`src/common/scfp_cfg.svh`:
```
`ifndef SCFP_CFG_SVH
`define SCFP_CFG_SVH
// ==================================================
// frame geometry
`define SCFP_FRAME_BITS 16
`define SCFP_MSB 15
`define SCFP_MIN_CLOCKS 6'h10
`define SCFP_MAX_CLOCKS 6'h20
`define SCFP_CNT_SAT 6'h3f
// ==================================================
// command field encodings, bits 15:14 and 1:0
`define SCFP_OP_WRITE 2'h2
`define SCFP_OP_WRITE_BAD 2'h3
`define SCFP_OP_READ 2'h1
`define SCFP_OP_READ_BAD 2'h0
`define SCFP_READ_TAIL 2'h2
`define SCFP_READ_REPLY_HEAD 2'h2
// ==================================================
// field positions
`define SCFP_TER_BIT 10
`define SCFP_ADDR_HI 13
`define SCFP_ADDR_LO 8
`define SCFP_DATA_HI 7
// ==================================================
// address space, valid map and reset values
`define SCFP_ADDR_W 6
`define SCFP_NUM_REGS 64
`define SCFP_VALID_MASK 64'h0000_0000_0000_0031
`define SCFP_IDX_OUT 6'h00
`define SCFP_IDX_MAPIN0 6'h04
`define SCFP_IDX_MAPIN1 6'h05
`define SCFP_RST_OUT 8'h00
`define SCFP_RST_MAPIN0 8'h04
`define SCFP_RST_MAPIN1 8'h08
// ==================================================
// special replies
`define SCFP_RESET_REPLY 16'h0400
`define SCFP_SYNTAX_REPLY 16'h7fff
`endif

```
`src/common/scfp_pkg.sv`:
```
package scfp_pkg;
  typedef enum logic [1:0] {
    SCFP_CMD_DIAG,
    SCFP_CMD_WR,
    SCFP_CMD_RD,
    SCFP_CMD_SYNTAX
  } scfp_cmd_t;
  typedef enum logic {
    SCFP_IDLE,
    SCFP_FRAME
  } scfp_state_t;
endpackage

```
`src/hdl/scfp_sync.sv`:
```
module scfp_sync #(
  parameter logic RST_VAL = 1'b0
) (
  input wire logic clk_in,
  input wire logic resetn_in,
  input wire logic d_in,
  output logic q_out
);
  logic meta;
  // meta is read only by q_out
  always_ff @(posedge clk_in) begin
    if (!resetn_in) begin
      meta <= RST_VAL;
      q_out <= RST_VAL;
    end else begin
      meta <= d_in;
      q_out <= meta;
    end
  end
endmodule // scfp_sync

```
`src/hdl/scfp_top.sv`:
```
`include "scfp_cfg.svh"
// Function
// - reply to a frame is shifted out only during the following frame
// - clock count not multiple of 8, under 16 or over 32 is a transmission fault
// - after reset or software reset the next reply is a fixed frame
// - write starting 11 or read starting 00 gives the syntax reply
// - access to an unmapped register address gives the syntax reply
// - write is 10, address fields, data; answered by standard diagnosis
// - read is 01, address, tail 10; reply 10, address echo, content
// - diagnosis command answered by diagnosis word with msb zero
// - frame is accepted and acted on only at chip select rising edge
// - fault flag clears on 16, 24 or 32 clocks, sets on failed transfer
// - first reply after reset has fault flag set, later replies normal
module scfp_top
  import scfp_pkg::*;
(
  // clock and reset
  input wire logic CLK_SYS_IN,
  input wire logic RESETN_IN,
  input wire logic SW_RESET_IN,
  // serial link pins
  input wire logic SCLK_IN,
  input wire logic CSN_IN,
  input wire logic SI_IN,
  output logic SO_OUT,
  output logic SO_OE_OUT,
  // device status and control
  input wire logic [15:0] DIAG_IN,
  output logic [7:0] OUT_CTRL_OUT,
  output logic FRAME_DONE_OUT
);
  // ==================================================
  // pin synchronisers
  logic sclk_s;
  logic csn_s;
  logic si_s;
  logic sclk_prev;
  logic csn_prev;
  logic rst_n;

  // software reset behaves like a full reset of the command layer
  assign rst_n = RESETN_IN & ~SW_RESET_IN;

  scfp_sync #(.RST_VAL(1'b0)) u_sync_sclk (
    .clk_in(CLK_SYS_IN),
    .resetn_in(RESETN_IN),
    .d_in(SCLK_IN),
    .q_out(sclk_s)
  );
  scfp_sync #(.RST_VAL(1'b1)) u_sync_csn (
    .clk_in(CLK_SYS_IN),
    .resetn_in(RESETN_IN),
    .d_in(CSN_IN),
    .q_out(csn_s)
  );
  scfp_sync #(.RST_VAL(1'b0)) u_sync_si (
    .clk_in(CLK_SYS_IN),
    .resetn_in(RESETN_IN),
    .d_in(SI_IN),
    .q_out(si_s)
  );

  always_ff @(posedge CLK_SYS_IN) begin
    if (!RESETN_IN) begin
      sclk_prev <= 1'b0;
      csn_prev <= 1'b1;
    end else begin
      sclk_prev <= sclk_s;
      csn_prev <= csn_s;
    end
  end

  // ==================================================
  // edge decode
  wire csn_fall = csn_prev & ~csn_s;
  wire csn_rise = ~csn_prev & csn_s;
  wire sclk_fall = sclk_prev & ~sclk_s;

  // ==================================================
  // frame state
  scfp_state_t state;
  scfp_state_t next_state;
  logic [15:0] rx_shift;
  logic [15:0] tx_shift;
  logic [15:0] reply_hold;
  logic [5:0] bit_count;
  logic [7:0] regs [`SCFP_NUM_REGS];

  always_comb begin
    next_state = state;
    case (state)
      SCFP_IDLE: begin
        if (csn_fall) begin
          next_state = SCFP_FRAME;
        end
      end
      SCFP_FRAME: begin
        if (csn_rise) begin
          next_state = SCFP_IDLE;
        end
      end
      default: begin
        next_state = SCFP_IDLE;
      end
    endcase
  end

  wire in_frame = (state == SCFP_FRAME);
  wire frame_end = in_frame & csn_rise;
  wire shift_edge = in_frame & sclk_fall;

  // ==================================================
  // frame length check
  wire count_ok = (bit_count >= `SCFP_MIN_CLOCKS) && (bit_count <= `SCFP_MAX_CLOCKS) &&
                  (bit_count[2:0] == 3'h0);
  // combinational so the reply latched at frame end reports the frame just closed
  wire transfer_fault_flag = ~count_ok;

  // ==================================================
  // command decode
  wire [1:0] op_head = rx_shift[`SCFP_MSB:`SCFP_MSB-1];
  wire [1:0] op_tail = rx_shift[1:0];
  wire [5:0] reg_addr = rx_shift[`SCFP_ADDR_HI:`SCFP_ADDR_LO];
  wire [3:0] reg_addr_high_field = reg_addr[5:2];
  wire [1:0] reg_addr_low_field = reg_addr[1:0];
  wire [7:0] reg_wdata = rx_shift[`SCFP_DATA_HI:0];
  wire [63:0] valid_mask = `SCFP_VALID_MASK;
  wire addr_ok = valid_mask[reg_addr];
  wire is_write_head = (op_head == `SCFP_OP_WRITE) || (op_head == `SCFP_OP_WRITE_BAD);
  wire is_read_tail = (op_tail == `SCFP_READ_TAIL);
  scfp_cmd_t cmd;

  always_comb begin
    cmd = SCFP_CMD_DIAG;
    if (op_head == `SCFP_OP_WRITE_BAD) begin
      cmd = SCFP_CMD_SYNTAX;
    end else if (is_write_head) begin
      cmd = addr_ok ? SCFP_CMD_WR : SCFP_CMD_SYNTAX;
    end else if (is_read_tail && (op_head == `SCFP_OP_READ_BAD)) begin
      cmd = SCFP_CMD_SYNTAX;
    end else if (is_read_tail) begin
      cmd = addr_ok ? SCFP_CMD_RD : SCFP_CMD_SYNTAX;
    end else begin
      cmd = SCFP_CMD_DIAG;
    end
  end

  // ==================================================
  // reply selection
  // the flag in the word reports the frame just closed
  wire [15:0] diag_word = {1'b0, DIAG_IN[14:11], transfer_fault_flag,
                           DIAG_IN[9:0]};
  wire [15:0] read_word = {`SCFP_READ_REPLY_HEAD, reg_addr_high_field, reg_addr_low_field,
                           regs[reg_addr]};
  logic [15:0] next_reply;

  always_comb begin
    next_reply = diag_word;
    if (!count_ok) begin
      next_reply = diag_word;
    end else begin
      case (cmd)
        SCFP_CMD_WR: next_reply = diag_word;
        SCFP_CMD_RD: next_reply = read_word;
        SCFP_CMD_SYNTAX: next_reply = `SCFP_SYNTAX_REPLY;
        default: next_reply = diag_word;
      endcase
    end
  end

  wire do_write = frame_end & count_ok & (cmd == SCFP_CMD_WR);

  // ==================================================
  // shift registers and counters
  always_ff @(posedge CLK_SYS_IN) begin
    if (!rst_n) begin
      state <= SCFP_IDLE;
      bit_count <= 6'h00;
      rx_shift <= 16'h0000;
    end else begin
      state <= next_state;
      if (csn_fall) begin
        bit_count <= 6'h00;
      end else if (shift_edge && (bit_count != `SCFP_CNT_SAT)) begin
        bit_count <= bit_count + 6'h01;
      end
      // only the last sixteen bits of a longer frame are kept
      if (shift_edge) begin
        rx_shift <= {rx_shift[14:0], si_s};
      end
    end
  end

  always_ff @(posedge CLK_SYS_IN) begin
    if (!rst_n) begin
      tx_shift <= 16'h0000;
    end else if (csn_fall) begin
      tx_shift <= reply_hold;
    end else if (shift_edge) begin
      // data moves after host sampled on the same falling edge
      tx_shift <= {tx_shift[14:0], 1'b0};
    end
  end

  always_ff @(posedge CLK_SYS_IN) begin
    if (!rst_n) begin
      reply_hold <= `SCFP_RESET_REPLY;
    end else if (frame_end) begin
      reply_hold <= next_reply;
    end
  end

  // ==================================================
  // register bank
  always_ff @(posedge CLK_SYS_IN) begin
    if (!rst_n) begin
      for (int i = 0; i < `SCFP_NUM_REGS; i++) begin
        regs[i[5:0]] <= 8'h00;
      end
      regs[`SCFP_IDX_OUT] <= `SCFP_RST_OUT;
      regs[`SCFP_IDX_MAPIN0] <= `SCFP_RST_MAPIN0;
      regs[`SCFP_IDX_MAPIN1] <= `SCFP_RST_MAPIN1;
    end else if (do_write) begin
      regs[reg_addr] <= reg_wdata;
    end
  end

  // ==================================================
  // registered outputs
  always_ff @(posedge CLK_SYS_IN) begin
    if (!rst_n) begin
      SO_OUT <= 1'b0;
      SO_OE_OUT <= 1'b0;
      OUT_CTRL_OUT <= `SCFP_RST_OUT;
      FRAME_DONE_OUT <= 1'b0;
    end else begin
      SO_OUT <= csn_fall ? reply_hold[`SCFP_MSB] :
                (shift_edge ? tx_shift[`SCFP_MSB-1] : tx_shift[`SCFP_MSB]);
      SO_OE_OUT <= ~csn_s;
      if (do_write && (reg_addr == `SCFP_IDX_OUT)) begin
        OUT_CTRL_OUT <= reg_wdata;
      end
      FRAME_DONE_OUT <= frame_end;
    end
  end
endmodule // scfp_top

```
`config.mk`:
```
export PLATFORM = sky130hd
export DESIGN_NAME = scfp_top
export DESIGN_NICKNAME = d
export VERILOG_FILES = /design/src/common/scfp_pkg.sv /design/src/hdl/scfp_sync.sv /design/src/hdl/scfp_top.sv
export VERILOG_INCLUDE_DIRS = /design/src /design/src/common
export SDC_FILE = /design/constraint.sdc
export NUM_CORES = 1
export LEC_CHECK = 0
export BUFFER_PORTS_ARGS = -buffer_cell sky130_fd_sc_hd__buf_2
export CORE_MARGIN = 1.5
export CORE_UTILIZATION = 53
export DETAILED_ROUTE_END_ITERATION = 16
export GPL_TIMING_DRIVEN = 0
export PLACE_DENSITY_LB_ADDON = 0.3
export SLEW_MARGIN = 30
export SYNTH_ARGS = -nofsm -noshare
export SYNTH_HDL_FRONTEND = slang
export SYNTH_HIERARCHICAL = 1
export SYNTH_SLANG_ARGS = --single-unit
```
`constraint.sdc`:
```
create_clock -name CLK_SYS_IN -period 3.95 [get_ports CLK_SYS_IN]
set_input_delay 0.79 -clock CLK_SYS_IN [delete_from_list [all_inputs] [get_ports CLK_SYS_IN]]
set_output_delay 0.79 -clock CLK_SYS_IN [all_outputs]
set_load 0.01 [all_outputs]
```
======== After elaboration in Yosys (flattened, before gate mapping) ========
Memory sizes are Yosys's and may differ from the RTL's. A register that Yosys moved wholly into a read port is not among the register bits.
Index checks and enable logic that the tools add are counted.
word-level totals
  register bits ........................... 74
  RAM bits ................................ 512
  bits in read-only memories .............. 64
  output and inout bits ................... 11
  word-level logic and storage cells ...... 90
  memories kept ........................... 2
memory list
  name              depth  bits a word  rd ports  clocked after Yosys merged registers in  write ports  line             source
  regs              64     8            1         1                                        64           scfp_top.sv:87   logic [7:0] regs [`SCFP_NUM_REGS];
  (name not given)  64     1            1         1                                        0            scfp_top.sv:128  wire addr_ok = valid_mask[reg_addr];
operators by class
  add/subtract/negate cells ............... 1
  $lt $le $gt $ge ......................... 3
  eq/ne operators ......................... 7
  multiplexer cells ....................... 30
  bitwise logic cells ..................... 18
  reductions and logical operators ........ 12
operator list
  kind                                                                    count
  16-bit two-way mux                                                      3
  8-bit two-way mux                                                       4
  16-bit one-hot mux with 2 select lines                                  1
  6-bit two-way mux                                                       5
  1-bit two-way mux                                                       11
  2-bit == test (second input constant)                                   5
  2-bit two-way mux                                                       5
  1-bit bitwise AND                                                       8
  8-bit OR reduction                                                      1
  6-bit by 7-bit < comparator with 1-bit output (second input constant)   1
  1-bit inverter                                                          7
  6-bit by 1-bit adder with 6-bit output (second input constant)          1
  6-bit by 5-bit >= comparator with 1-bit output (second input constant)  1
  6-bit <= comparator (second input constant)                             1
  6-bit logical NOT                                                       1
  6-bit != test (second input constant)                                   1
  1-bit logical AND                                                       5
  3-bit logical NOT                                                       1
  1-bit OR                                                                3
  2-bit by 1-bit == test with 1-bit output (second input constant)        1
  2-bit logical NOT                                                       1
  1-bit one-hot mux with 2 select lines                                   1
  2-bit nonzero test                                                      1
  2-bit OR reduction                                                      1
  1-bit logical OR                                                        1

======== Longest topological paths before layout ========
  word-level depth ........................ 14
  mapped depth ............................ 10
  depth with buffers taken out ............ 8

======== Modules after synthesis ========
Netlist, hierarchy kept.
by module, submodules not included
  module     times used  cells each  area each (µm²)
  scfp_top   1           1947        26719.4
  scfp_sync  3           4           52.6

======== Worst setup path after synthesis ========
Ideal clock, no wire load.
  path kind ............................... input port to flip-flop
  from .................................... input port RESETN_IN
  to ...................................... memory regs[12][0], enable pin
  arrival ................................. 2.488 ns
  required time ........................... 3.566 ns
  setup slack ............................. 1.078 ns
  stages .................................. 6
  cells stage by stage .................... nor2b_1 nand3_2 or4b_1 buf_4 buf_6 o21ai_0
RTL lines
  element             line            source
  start: declaration  scfp_top.sv:19  input wire logic RESETN_IN,
  end: declaration    scfp_top.sv:87

==> flow_summary.yaml <==
synth:
  ys_top_cells_by_area: "edfxtp_1 57%, and2_1 12%, mux4_2 9.3%"
  synth_top_area_share_pct: 57.2
  netlist_area_mm2: 0.0269
  synth.distinct_cells: 58
  yosys.area_share.adder_pct: 0.0931
  synth_compound_area_share_pct: 5.53
  async_reset_ff_share_pct: 0
  yosysTopAreaCell: "edfxtp_1"
  syn_inst: 1959
  synth_ff_type: "edfxtp_1"
  synth_top_family_by_area: "simple AND/OR/NAND/NOR gates"
  synth_nets: 1983
  avgSynthCellArea_um2: 13.7
  yosys-mux-area-fraction_pct: 11.6
  ys_ff_latch: 593
  synth_warnings: 6
  synth-simple-area-share_pct: 16.9
  synth_enable_flop_cells: 512
  synth_xor_area_share_pct: 0.163
  ys_seq_area_share_pct: 63.2
layout:
  nets: 2077
  drive_above_1_share_pct: 14.0
  layout_common_cells: "517 x and2_1, 512 x edfxtp_1, 132 x clkbuf_1, 111 x mux4_2, 93 x nor2_1"
  final_core_util_pct: 59.3
  layout_commonest_cell: "and2_1"
  syn_to_final_growth_pct: 10.4
outcome:
  violations: "setup timing"
  outcome: "finished with violations"
detailed_routing:
  avgViaCountPerCell: 6.47
  drt_iter0_drc: 2866
  vias: 17900
  drt_first_pass_iters: 6
  ant_nets: 0
  post_drt_wl_per_cell_um: 30.4
  drt_wl_total_mm: 84.2
  drc: 0
run:
  max_cap_violations: 0
timing:
  setup_tns_ns: -0.0814
  setup_viol: 2
  rsz0062_at_grt: "no"
  finalMaxSlewViolations: 0
  fin_skew_ns: 0.0184
  fmax_mhz: 249
  fin_crit_sh_pct: 102
  finalWorstSetupSlack_ns: -0.0616
  relSlewSlack_pct: 24.4
  tightest_slew_ns: 1.13
  min_period_ns: 4.01
  finalHoldViolCount: 0
power_and_ir_drop:
  switchingPower_w: 0.00276
  powerDensity_mw_per_mm2: 433
  peakVddDrop_mv: 0.319
  power.share.clock_pct: 41.4
  p_sw_share_pct: 21.5
  p_seq_share_pct: 55.6
  intPower_w: 0.0101
  combPwrFrac_pct: 3.0
  p_total_w: 0.0128
  leakage_nw: 10.4
clock_tree:
  cts_num_sinks: 593
  h-tree-depth: 2
  cts-root-buf: "clkbuf_16"
  cts_hold_buf: 0
  cts-resized-gates: 0
  cts.path.max_buffers: 3
  cts_made_buffers: 59
  path_clk_slew_ns: 0.06
  insertion_delay_ns: 0.65
  cts_tree: "done"
  post_cts_buffers: 0
floorplan:
  die_y_um: 228
  start_util_pct: 53.7
  num_rows: 82
  pin_count: 33
  core_area_mm2: 0.0501
  die_area_mm2: 0.0521
  dieWidth_um: 228
placed_design:
  io_buffers: 30
  routabilityCongestion: 1.05
  detailed_place_hpwl_mm: 58.9
grt:
  track_usage_pct: 32.3
  grt_pass1_wl_mm: 120
  overflow: 0
  antenna_found_initial: 3
  grt_max_degree: 16
  grt_pass1_vias: 17500
min_path:
  min_path_cells: 2
  min_from: "CSN_IN"
  hold_path.class: "in2reg"
setup_path:
  critPathLaunchType: "flop"
  crit_fanout: 10
  worstSetupEndpointType: "flop"
  ff2ff_path_depth: 8
  crit_type: "reg2reg"
  critPathRequiredTime_ns: 4.46
  arrival_ns: 4.52
-- path summary, 6_finish.rpt --
kind                 endpoint  slack (ns)
min           u_sync_csn/meta        0.34
min reg2reg  u_sync_csn/q_out        0.43
max             reply_hold[2]       -0.06
max reg2reg     reply_hold[2]       -0.06
-- worst max-delay path, stage by stage, from the launching register on --
cell and delay, ns:
dfxtp_1 0.31, buf_2 0.34, buf_1 0.71, clkbuf_1 0.73, mux4_2 0.41, mux2i_1 0.51, o22ai_1 0.15, nor2_1 0.55
a21oi_1 0.15
-- flip-flops by register name, indices dropped and copies added (netlist names), 6 cells and up, named ones only --
signal and flops:
bit_count 6, regs 512, OUT_CTRL_OUT 8, rx_shift 16, tx_shift 16, reply_hold 16
-- final cells by class --
| cell class | instances | area (µm²) |
|---|---|---|
| fill | 3963 | 20400 |
| sequential | 593 | 17000 |
| multi-input combinational | 1202 | 9220 |
| clock buffer | 79 | 1570 |
| tap | 672 | 841 |
| buffer | 155 | 639 |
| clock inverter | 27 | 184 |
| timing repair buffer | 33 | 179 |
| inverter | 9 | 33.8 |
| antenna | 2 | 5.00 |
-- metal layers --
layer / vias to the layer above / global-route usage [%] / part of all wire [%] / routed length, µm
li1: 7364 / - / - / -
met1: 8902 / 42.8 / 36 / 30700
met5: - / 0 / 0.018 / 15
met3: 328 / 10.9 / 14 / 11600
met4: 2 / 17.4 / 6.1 / 5160
met2: 1343 / 47.3 / 44 / 36700
-- cell families (layout without fill, tap and decap cells) --
group / after synthesis / count (layout)
other: 0 / 2
adders and majority gates: 2 / 2
xor gates and xnor gates: 5 / 5
AOI/OAI and AO/OA: 230 / 230
buffers and inverters: 164 / 303
DFF: 593 / 593
muxes: 171 / 171
and+or+nand+nor: 794 / 794
-- stage by stage --
stage          worst slack (ns)  cell area, µm²  cells  hold WS (ns)
3_5_place_dp              0.212           27900   2663         0.413
5_1_grt                  0.0751           29700   2770         0.345
4_1_cts                   0.212           29600   2769         0.338
2_1_floorplan              1.08           26900   1959         0.386
6_report                -0.0616           29700   2772         0.345
3_3_place_gp             0.0560           27900   2661         0.391
-- cells in the mapped netlist (10+ instances only) --
cell type and instances:
a22oi_1 19, mux2_2 16, o21ai_0 70, and2_1 517
mux2i_1 44, nor2b_1 12, a311oi_1 16, nand2_1 90
nand2b_1 13, edfxtp_1 512, dfxtp_1 81, clkbuf_1 116
o22ai_1 20, a21oi_1 49, nor2_1 93, buf_2 25
a221o_1 10, mux4_2 111
-- power by group through the flow --
stage / clock, W / sequential (W) / combinational (W)
floorplan: 0 / 0.00723 / 0.000224
detailed placement: 0 / 0.00727 / 0.000369
global route: 0.00550 / 0.00717 / 0.000395
CTS: 0.00528 / 0.00714 / 0.000371
global placement: 0 / 0.00726 / 0.000358
finish: 0.00531 / 0.00715 / 0.000385
Note: power is estimated with default switching activity, not from simulation.
